### src/hdl/rss_params.svh
// constants for the rotate, subtract and power-down execution block
`ifndef RSS_PARAMS_SVH
`define RSS_PARAMS_SVH

`define RSS_DATA_W       8
`define RSS_FADDR_W      7
`define RSS_NIB_W        4
`define RSS_RADDR_W      2

`define RSS_REG_ACC      2'h0
`define RSS_REG_STATUS   2'h1

`define RSS_STAT_C       0
`define RSS_STAT_DC      1
`define RSS_STAT_Z       2
`define RSS_STAT_PD      3
`define RSS_STAT_TO      4

`define RSS_ACC_RST      8'h00
`define RSS_BYTE_ZERO    8'h00
`define RSS_ADDR_ZERO    7'h00
`define RSS_TO_RST       1'b1
`define RSS_PD_RST       1'b1

`endif

### src/hdl/rss_pkg.sv
// types shared by the execution block and its arithmetic unit
package rss_pkg;

    typedef enum logic [2:0] {
        RSS_OP_NONE                   = 3'h0,
        RSS_OP_ROTATE_RIGHT_VIA_CARRY = 3'h1,
        RSS_OP_SUB_ACC_FROM_LITERAL   = 3'h2,
        RSS_OP_SUB_ACC_FROM_FILE      = 3'h3,
        RSS_OP_SUB_ACC_FROM_FILE_BRW  = 3'h4,
        RSS_OP_SLEEP                  = 3'h5
    } rss_op_t;

    typedef struct packed {
        logic [7:0] acc;
        logic       carry;
        logic       digitCarry;
        logic       zero;
        logic       timeoutStatus;
        logic       powerdownStatus;
        logic       sleeping;
        logic       oscRun;
        logic       watchdogClear;
        logic       fileWrEn;
        logic [6:0] fileWrAddr;
        logic [7:0] fileWrData;
        logic [7:0] rdData;
    } rss_state_t;

endpackage

### src/hdl/rss_alu_if.sv
// operand and result bundle between the execution block and its unit
`timescale 1ns/1ps
`default_nettype none
interface rss_alu_if;
    rss_pkg::rss_op_t op;
    logic [7:0]       opnd;
    logic [7:0]       acc;
    logic             carryIn;
    logic [7:0]       result;
    logic             carryOut;
    logic             digitOut;
    logic             zeroOut;

    modport exec (output op, opnd, acc, carryIn,
                  input  result, carryOut, digitOut, zeroOut);
    modport unit (input  op, opnd, acc, carryIn,
                  output result, carryOut, digitOut, zeroOut);
endinterface
`default_nettype wire

### src/hdl/rss_alu.sv
// combinational rotate and subtract unit
`timescale 1ns/1ps
`default_nettype none
`include "rss_params.svh"
module rss_alu (
    rss_alu_if.unit bus
);
    logic                    addIn;
    logic [`RSS_DATA_W:0]    sum;
    logic [`RSS_NIB_W:0]     nibSum;

    // subtraction is opnd + ~acc + 1, or + carry-in for the borrow form; carry then reads as not-borrow
    always_comb begin
        addIn  = (bus.op == rss_pkg::RSS_OP_SUB_ACC_FROM_FILE_BRW) ?
                 bus.carryIn : 1'b1;
        sum    = {1'b0, bus.opnd} + {1'b0, ~bus.acc}
                 + {{`RSS_DATA_W{1'b0}}, addIn};
        nibSum = {1'b0, bus.opnd[`RSS_NIB_W-1:0]}
                 + {1'b0, ~bus.acc[`RSS_NIB_W-1:0]}
                 + {{`RSS_NIB_W{1'b0}}, addIn};
        if (bus.op == rss_pkg::RSS_OP_ROTATE_RIGHT_VIA_CARRY) begin
            bus.result   = {bus.carryIn,
                            bus.opnd[`RSS_DATA_W-1:1]};
            bus.carryOut = bus.opnd[0];
        end else begin
            bus.result   = sum[`RSS_DATA_W-1:0];
            bus.carryOut = sum[`RSS_DATA_W];
        end
        bus.digitOut = nibSum[`RSS_NIB_W];
        bus.zeroOut  = (bus.result == `RSS_BYTE_ZERO);
    end
endmodule
`default_nettype wire

### src/hdl/rss_exec.sv
// execution datapath for rotate, subtract and power-down instructions
`timescale 1ns/1ps
`default_nettype none
`include "rss_params.svh"

// How it works
// - rotate right through carry, only carry changes
// - destination bit 0 to accumulator, 1 file
// - literal minus accumulator, two's complement arithmetic
// - literal subtract: result to accumulator, C DC Z
// - file minus accumulator, C DC Z by compare
// - file minus accumulator minus inverted carry
// - power-down clears PD, sets TO only
// - power-down pulses watchdogClear for one enabled cycle
// - power-down halts oscillator until wake-up
module rss_exec (
    input  wire logic             clk,
    input  wire logic             reset,
    input  wire logic             clkEn,
    input  wire logic             instrValid,
    input  wire rss_pkg::rss_op_t opcode,
    input  wire logic [6:0]       fileAddr,
    input  wire logic             destSel,
    input  wire logic [7:0]       literal,
    input  wire logic [7:0]       fileRdData,
    input  wire logic             wakeUp,
    input  wire logic [1:0]       regAddr,
    input  wire logic [7:0]       regWrData,
    input  wire logic             regWr,
    input  wire logic             regRd,
    output logic [7:0]            regRdData,
    output logic [7:0]            accOut,
    output logic                  carryFlag,
    output logic                  digitCarryFlag,
    output logic                  zeroFlag,
    output logic                  timeoutStatusBit,
    output logic                  powerdownStatusBit,
    output logic                  sleeping,
    output logic                  oscRun,
    output logic                  watchdogClear,
    output logic                  fileWrEn,
    output logic [6:0]            fileWrAddr,
    output logic [7:0]            fileWrData
);
    // ---------------------------------------------------------------
    // state and arithmetic unit
    // ---------------------------------------------------------------
    rss_pkg::rss_state_t st_r;
    rss_pkg::rss_state_t st_nxt;
    logic                exec;
    logic                fileOp;
    logic                subOp;

    rss_alu_if aluBus ();

    rss_alu u_alu (
        .bus (aluBus.unit)
    );

    // the decoder guarantees operands arrive with the opcode
    assign exec   = instrValid && !st_r.sleeping;
    assign fileOp = (opcode == rss_pkg::RSS_OP_ROTATE_RIGHT_VIA_CARRY) ||
                    (opcode == rss_pkg::RSS_OP_SUB_ACC_FROM_FILE) ||
                    (opcode == rss_pkg::RSS_OP_SUB_ACC_FROM_FILE_BRW);
    assign subOp  = fileOp &&
                    (opcode != rss_pkg::RSS_OP_ROTATE_RIGHT_VIA_CARRY) ||
                    (opcode == rss_pkg::RSS_OP_SUB_ACC_FROM_LITERAL);

    assign aluBus.op      = opcode;
    assign aluBus.opnd    = (opcode == rss_pkg::RSS_OP_SUB_ACC_FROM_LITERAL)
                            ? literal : fileRdData;
    assign aluBus.acc     = st_r.acc;
    assign aluBus.carryIn = st_r.carry;

    // ---------------------------------------------------------------
    // next state
    // ---------------------------------------------------------------
    // an instruction in the same cycle as a bus write wins, so flags
    // set by execution are never lost to a software write
    always_comb begin
        st_nxt               = st_r;
        st_nxt.watchdogClear = 1'b0;
        st_nxt.fileWrEn      = 1'b0;
        if (regWr) begin
            unique case (regAddr)
                `RSS_REG_ACC: begin
                    st_nxt.acc = regWrData;
                end
                `RSS_REG_STATUS: begin
                    st_nxt.carry      = regWrData[`RSS_STAT_C];
                    st_nxt.digitCarry = regWrData[`RSS_STAT_DC];
                    st_nxt.zero       = regWrData[`RSS_STAT_Z];
                end
                default: begin
                end
            endcase
        end
        if (regRd) begin
            unique case (regAddr)
                `RSS_REG_ACC: begin
                    st_nxt.rdData = st_r.acc;
                end
                `RSS_REG_STATUS: begin
                    st_nxt.rdData = `RSS_BYTE_ZERO;
                    st_nxt.rdData[`RSS_STAT_C]  = st_r.carry;
                    st_nxt.rdData[`RSS_STAT_DC] = st_r.digitCarry;
                    st_nxt.rdData[`RSS_STAT_Z]  = st_r.zero;
                    st_nxt.rdData[`RSS_STAT_PD] = st_r.powerdownStatus;
                    st_nxt.rdData[`RSS_STAT_TO] = st_r.timeoutStatus;
                end
                default: begin
                    st_nxt.rdData = `RSS_BYTE_ZERO;
                end
            endcase
        end
        if (st_r.sleeping && wakeUp) begin
            st_nxt.sleeping = 1'b0;
            st_nxt.oscRun   = 1'b1;
        end
        if (exec) begin
            unique case (opcode)
                rss_pkg::RSS_OP_ROTATE_RIGHT_VIA_CARRY: begin
                    st_nxt.carry      = aluBus.carryOut;
                    st_nxt.fileWrData = aluBus.result;
                end
                rss_pkg::RSS_OP_SUB_ACC_FROM_LITERAL,
                rss_pkg::RSS_OP_SUB_ACC_FROM_FILE,
                rss_pkg::RSS_OP_SUB_ACC_FROM_FILE_BRW: begin
                    st_nxt.carry      = aluBus.carryOut;
                    st_nxt.digitCarry = aluBus.digitOut;
                    st_nxt.zero       = aluBus.zeroOut;
                    st_nxt.fileWrData = aluBus.result;
                end
                rss_pkg::RSS_OP_SLEEP: begin
                    st_nxt.powerdownStatus = 1'b0;
                    st_nxt.timeoutStatus   = 1'b1;
                    st_nxt.watchdogClear   = 1'b1;
                    st_nxt.sleeping        = 1'b1;
                    st_nxt.oscRun          = 1'b0;
                end
                default: begin
                end
            endcase
            if (opcode == rss_pkg::RSS_OP_SUB_ACC_FROM_LITERAL) begin
                st_nxt.acc = aluBus.result;
            end else if (fileOp) begin
                if (destSel) begin
                    st_nxt.fileWrEn   = 1'b1;
                    st_nxt.fileWrAddr = fileAddr;
                end else begin
                    st_nxt.acc = aluBus.result;
                end
            end
        end
    end

    // ---------------------------------------------------------------
    // registers
    // ---------------------------------------------------------------
    always_ff @(posedge clk) begin
        if (reset) begin
            st_r.acc             <= `RSS_ACC_RST;
            st_r.carry           <= 1'b0;
            st_r.digitCarry      <= 1'b0;
            st_r.zero            <= 1'b0;
            st_r.timeoutStatus   <= `RSS_TO_RST;
            st_r.powerdownStatus <= `RSS_PD_RST;
            st_r.sleeping        <= 1'b0;
            st_r.oscRun          <= 1'b1;
            st_r.watchdogClear   <= 1'b0;
            st_r.fileWrEn        <= 1'b0;
            st_r.fileWrAddr      <= `RSS_ADDR_ZERO;
            st_r.fileWrData      <= `RSS_BYTE_ZERO;
            st_r.rdData          <= `RSS_BYTE_ZERO;
        end else if (clkEn) begin
            st_r <= st_nxt;
        end
    end

    assign regRdData          = st_r.rdData;
    assign accOut             = st_r.acc;
    assign carryFlag          = st_r.carry;
    assign digitCarryFlag     = st_r.digitCarry;
    assign zeroFlag           = st_r.zero;
    assign timeoutStatusBit   = st_r.timeoutStatus;
    assign powerdownStatusBit = st_r.powerdownStatus;
    assign sleeping           = st_r.sleeping;
    assign oscRun             = st_r.oscRun;
    assign watchdogClear      = st_r.watchdogClear;
    assign fileWrEn           = st_r.fileWrEn;
    assign fileWrAddr         = st_r.fileWrAddr;
    assign fileWrData         = st_r.fileWrData;
endmodule
`default_nettype wire

### config.mk
export PLATFORM = sky130hd
export DESIGN_NAME = rss_exec
export DESIGN_NICKNAME = d
export VERILOG_FILES = /design/src/hdl/rss_pkg.sv /design/src/hdl/rss_alu_if.sv /design/src/hdl/rss_alu.sv /design/src/hdl/rss_exec.sv
export VERILOG_INCLUDE_DIRS = /design/src /design/src/hdl
export SDC_FILE = /design/constraint.sdc
export NUM_CORES = 1
export LEC_CHECK = 0
export BUFFER_PORTS_ARGS = -buffer_cell sky130_fd_sc_hd__buf_2
export CAP_MARGIN = 10
export CORE_MARGIN = 2
export CORE_UTILIZATION = 40
export DETAILED_ROUTE_END_ITERATION = 10
export PLACE_DENSITY = 0.75
export SKIP_LAST_GASP = 1
export SYNTH_ARGS = -nofsm -noshare
export SYNTH_HDL_FRONTEND = slang
export SYNTH_SLANG_ARGS = --single-unit
### constraint.sdc
create_clock -name clk -period 9.5 [get_ports clk]
set_input_delay 1.9 -clock clk [delete_from_list [all_inputs] [get_ports clk]]
set_output_delay 1.9 -clock clk [all_outputs]
set_load 0.01 [all_outputs]
=== Word-level counts from Yosys, hierarchy flattened ===
Cells that the tools add are included.

* Logic and storage cells: 58
* Output and inout port bits: 40
* Input bits: 44
* Bits in registers: 39

* Reductions and logical operators: 13
* Add/sub/neg operators: 4
* Equality and inequality tests: 6
* Bitwise operators: 3
* Muxes and demuxes: 20

{| class="wikitable"
|+ Operators by type and width
! cell !! number
|-
| $mux 8 || 10
|-
| $mux 32 || 1
|-
| $pmux 8 s2 || 1
|-
| $mux 11 || 1
|-
| $add 8x8->9 || 1
|-
| $add 9x1->9 || 1
|-
| $logic_not 8->1 || 1
|-
| $not 8->8 || 1
|-
| $eq 3x2->1 const B || 2
|-
| $eq 3x3->1 const B || 2
|-
| $reduce_and 3->1 || 2
|-
| $add 4x4->5 || 1
|-
| $add 5x1->5 || 1
|-
| $reduce_and 5->1 || 1
|-
| $mux 2 || 2
|-
| $mux 4 || 1
|-
| $not 4->4 || 1
|-
| $reduce_or 4->1 || 1
|-
| $eq 3x1->1 const B || 1
|-
| $mux 1 || 3
|-
| $mux 3 || 1
|-
| $reduce_or 3->1 || 1
|-
| $eq 2x1->1 const B || 1
|-
| $logic_and 1x1->1 || 2
|-
| other kinds (5) || 6
|}

=== Logic depth before layout (Yosys ltp) ===
* Depth in word-level cells: 9
* Depth in mapped cells: 12
* Mapped depth without buffers: 11

=== Modules after synthesis ===
A second synthesis with hierarchy kept.

* Cells, all modules: 280
* Area, all modules: 2507.4 µm²

{| class="wikitable"
|+ Modules (own cells, without submodules)
! module !! cells an instance !! area an instance (µm²) !! seq. area each (µm²) !! instances
|-
| rss_exec || 196 || 1870.5 || 780.7 || 1
|-
| rss_alu || 84 || 636.9 || 0.0 || 1
|}

=== Worst setup path before layout ===
OpenSTA, ideal clock, no wires.

* Path type: input to register
* From: input port opcode[2]
* To: register accOut[4] (netlist name)
* Setup time: 79 ps
* Slack: 4981 ps
* Cell stages on the path: 12
* Path buffers: 1
* Required time: 9421 ps
* Arrival time: 4440 ps
* Cell sequence: nand2b_1 -> nor2_1 -> buf_2 -> mux2i_1 -> fa_1 -> fa_1 -> nor2b_1 -> o21ai_0 -> or3b_2 -> a22oi_1 -> mux2_1 -> a211oi_2

* Cells in the longest elaborated chain, start to end: 9
* Elaborated cells on any way between the ends: 15
* Those cells by class: add/sub: 2; eq/ne: 4; mux: 7; reduce/logical: 2

{| class="wikitable"
|+ RTL lines
! element !! RTL line !! source
|-
| from (decl) || rss_exec.sv:21 || <nowiki>input wire rss_pkg::rss_op_t opcode,</nowiki>
|-
| $eq 3x2->1 || rss_exec.sv:70, rss_exec.sv:144 ||
|-
| $mux 8 || rss_exec.sv:71 || <nowiki>? literal : fileRdData;</nowiki>
|-
| $add 8x8->9 || rss_alu.sv:16 || <nowiki>sum = {1'b0, bus.opnd} + {1'b0, ~bus.acc}</nowiki>
|-
| $add 9x1->9 || rss_alu.sv:16 ||
|-
| $mux 8 || rss_alu.sv:21 || <nowiki>if (bus.op == rss_pkg::RSS_OP_ROTATE_RIGHT_VIA_CARRY) begin</nowiki>
|-
| $mux 8 || rss_exec.sv:147 || <nowiki>if (destSel) begin</nowiki>
|-
| $mux 8 || rss_exec.sv:146 || <nowiki>end else if (fileOp) begin</nowiki>
|-
| $mux 8 (*) || rss_exec.sv:144 || <nowiki>if (opcode == rss_pkg::RSS_OP_SUB_ACC_FROM_LITERAL) begin</nowiki>
|-
| $mux 32 (*) || rss_exec.sv:120 || <nowiki>if (exec) begin</nowiki>
|}

Mark *: on every way between the ends. The rest lies on a longest branch, timed or not.
A chain may end at the register's enable or synchronous reset.

=== Worst setup path in the final report ===
* From: input port opcode[2]
* To: register accOut[4] (netlist name)

* Cells in the longest elaborated chain, start to end: 9
* Elaborated cells on any way between the ends: 15
* Those cells by class: add/sub: 2; eq/ne: 4; mux: 7; reduce/logical: 2

{| class="wikitable"
|+ RTL lines
! element !! RTL line
|-
| $eq 3x2->1 || rss_exec.sv:70, rss_exec.sv:144
|-
| $mux 8 || rss_exec.sv:71
|-
| $add 8x8->9 || rss_alu.sv:16
|-
| $add 9x1->9 || rss_alu.sv:16
|-
| $mux 8 || rss_alu.sv:21
|-
| $mux 8 || rss_exec.sv:147
|-
| $mux 8 || rss_exec.sv:146
|-
| $mux 8 (*) || rss_exec.sv:144
|-
| $mux 32 (*) || rss_exec.sv:120
|}

Marks and branches as above.

==> impl_metrics.tcl <==
set metrics [dict create \
    hold_start "watchdogClear$_SDFFE_PP0P_" \
    numCtsBuffers 5 \
    final_nets 399 \
    synth_compound_area_frac 0.254 \
    crit_path_max_incr_delay_ps 770 \
    portBuffers 82 \
    synth-seq-cells 39 \
    path_class "in2reg" \
    synth_warnings 0 \
    worstPathRequired_ps 9700 \
    ys_types 57 \
    io_pins 84 \
    yosys-mux-area-fraction 0.126 \
    cts_root_buf "clkbuf_8" \
    yosysTopAreaCellShare 0.334 \
    vdd_ir_drop_max_mv 0.107 \
    core_area_mm2 0.00557 \
    grt_pass1_vias 2129 \
    setup.worst_path.start_class "primary input" \
    max-cap-violations 0 \
    min_period_ps 5040 \
    hold_path.class "reg2reg" \
    drt_first_pass_iters 4 \
    path_clk_slew_ps 70 \
    antenna_found_initial 0 \
    cts.sinks 39 \
    tritoncts "built" \
    clock_path_buffers 2 \
    grt_usage 0.203 \
    grt_max_degree 41 \
    avgSynthCellArea_um2 8.65 \
    h-tree-depth 2 \
    diodes 0 \
    vias_per_cell 5.39 \
    num_vias 2248 \
    ant_nets 0 \
    synth_top_family_by_area "compound AO/OA/AOI/OAI gates" \
    p_leak_nw 1.24 \
    power_density_mw_per_mm2 131 \
    synth.area.top_cells "dfxtp_1 33%, mux2i_1 7.3%, nor2_1 6.9%, mux2_2 4.3%, ha_1 3.7%" \
    fin_skew_ps 6.16 \
    drt-initial-drc-count 130 \
    cts_resized 0 \
    fillCellCount 551 \
    max_freq_mhz 198 \
    fp.dieH_um 80.4 \
    clk_latency_ps 280 \
    chipWidth_um 80.4 \
    yosys.area_share.simple 0.172 \
    remaining_drc_errors 0 \
    synthCells 270 \
    post-route-period-util 0.531 \
    crit_slowest_cell "nor2_1" \
    outcome "finished, final reports clean" \
    tightest_slew_ps 1010 \
    synth_area_mm2 0.00234 \
    ys_async_sr_fraction 0 \
    rsz0062_at_grt "no" \
    cp_common_cell "fa_1" \
    synthXorXnorAreaFrac 0.00750 \
    area_growth_syn_to_layout_pct 21.8 \
    cp-end-kind "flip-flop" \
    rows 27 \
    layout-drive-gt1-share 0.319 \
    finalHoldViolCount 0 \
    slew_headroom 0.321 \
    synthTopCellsByCount "43 x nor2_1, 39 x dfxtp_1, 18 x nand2_1" \
    ys_seq_area_frac 0.334 \
    cp_cell_sequence "buf_2 -> nand2b_1 -> nor2_1 -> mux2i_1 -> fa_1 -> fa_1 -> nor2b_1 -> o21ai_0 -> or3b_2 -> a22oi_1 -> mux2_1 -> a211oi_2" \
    synth-adder-area-share 0.0546 \
    setup_viol 0 \
    tns_ps 0 \
    startpoint "opcode[2]" \
    die_area_mm2 0.00647 \
    synth_ff_type "dfxtp_1" \
    slew_viol_final 0 \
    hpwlAfterDp_mm 5.05 \
    grt-ovfl-total 0 \
    grt_pass1_wl_mm 10.1 \
    wl_per_cell_um 15.2 \
    synth-edff-count 0 \
    hold_buffers 0 \
    path_max_fanout 11 \
    arrival_ps 5240 \
    routed_wl_mm 6.35 \
    synth_most_common_cell "nor2_1" \
    post_cts_buffers 0 \
    p_total_uw 373 \
    r2r-start "carryFlag$_SDFFE_PP0P_" \
    syn_nets 323 \
    gp_congestion 0.875 \
    start_util 0.419 \
    synth_largest_area_cell "dfxtp_1" \
]
## critical path, delay by kind of cell
kind	cells	cell delay (ps)
fa+ha+maj	2	900
compound gates	3	400
simple gates	4	1280
mux	2	620
buf+inv	1	120
## path summary, 6_finish.rpt
check / end / slack [ps] / cells after the start
worst min-delay path: watchdogClear$_SDFFE_PP0P_ / 470 / 2
worst min register to register: watchdogClear$_SDFFE_PP0P_ / 470 / 2
worst max register to register: accOut[4]$_SDFFE_PP0P_ / 6890 / 9
worst max-delay path: accOut[4]$_SDFFE_PP0P_ / 4460 / 12
## layout make-up
| type | instances | area [um2] | share of cell area |
|---|---|---|---|
| timing repair buffer | 82 | 410 | 0.144 |
| sequential | 39 | 781 | 0.274 |
| clock buffer | 6 | 72.6 | 0.0255 |
| multi-input combinational | 204 | 1440 | 0.506 |
| inverter | 14 | 52.6 | 0.0185 |
| tap | 72 | 90.1 | 0.0317 |
## kinds of logic (layout without fill, tap and decap cells)
group,count (synthesis),after routing
other,1,1
buffers and inverters,27,102
xor gates and xnor gates,2,2
adders and majority gates,9,9
AOI/OAI and AO/OA,77,77
DFF,39,39
and+or+nand+nor,87,87
muxes,28,28
## state kept, by name (all words and copies together), names as in the netlist, 7 cells and up
register / flops
fileWrAddr: 7
accOut: 8
regRdData: 8
fileWrData: 8
## per-stage QoR
stage | hold slack (ps) | utilization | cell area, um2 | instances | worst slack [ps]
6_report | 468 | 0.510 | 2850 | 417 | 4460
2_1_floorplan | 490 | - | 2340 | 270 | 4980
3_3_place_gp | 451 | 0.497 | 2770 | 411 | 4270
3_5_place_dp | 455 | 0.497 | 2770 | 411 | 4160
4_1_cts | 466 | 0.510 | 2850 | 417 | 4450
5_1_grt | 502 | 0.510 | 2850 | 417 | 4170
## where the power goes
part	switching [mW]	internal (mW)	total, mW	leakage (nW)
Clock	0.0521	0.0489	0.101	0.0371
Sequential	0.00519	0.169	0.175	0.317
Combinational	0.0556	0.0419	0.0976	0.883
## layout by cell type (no fill, tap or decap), types with 2 or more instances in the layout
cell,count
inv_1,14
a21oi_4,2
nand4_1,2
a211oi_1,8
nand3_1,2
a21o_1,2
o22a_1,2
a211oi_2,3
mux2i_1,17
o21ai_0,12
o211ai_1,3
nor2b_1,2
or3b_2,2
a22oi_1,8
clkbuf_8,5
nand2b_1,4
dfxtp_1,39
o21a_1,3
o22ai_1,2
o31a_1,3
ha_1,7
mux2_2,9
and2_1,2
buf_2,82
a311oi_1,2
nand2_1,18
fa_1,2
mux2_1,2
a21boi_0,5
nor2_1,43
a21oi_1,10
xnor2_1,2
nor3_1,4
## per-layer routing
metal / global-route usage / part of all wire
met5: 0 / 0
met2: 0.334 / 0.46
met4: 0.0780 / 0.030
met1: 0.253 / 0.43
met3: 0.0517 / 0.088
Power figures use the tool's default switching activity.
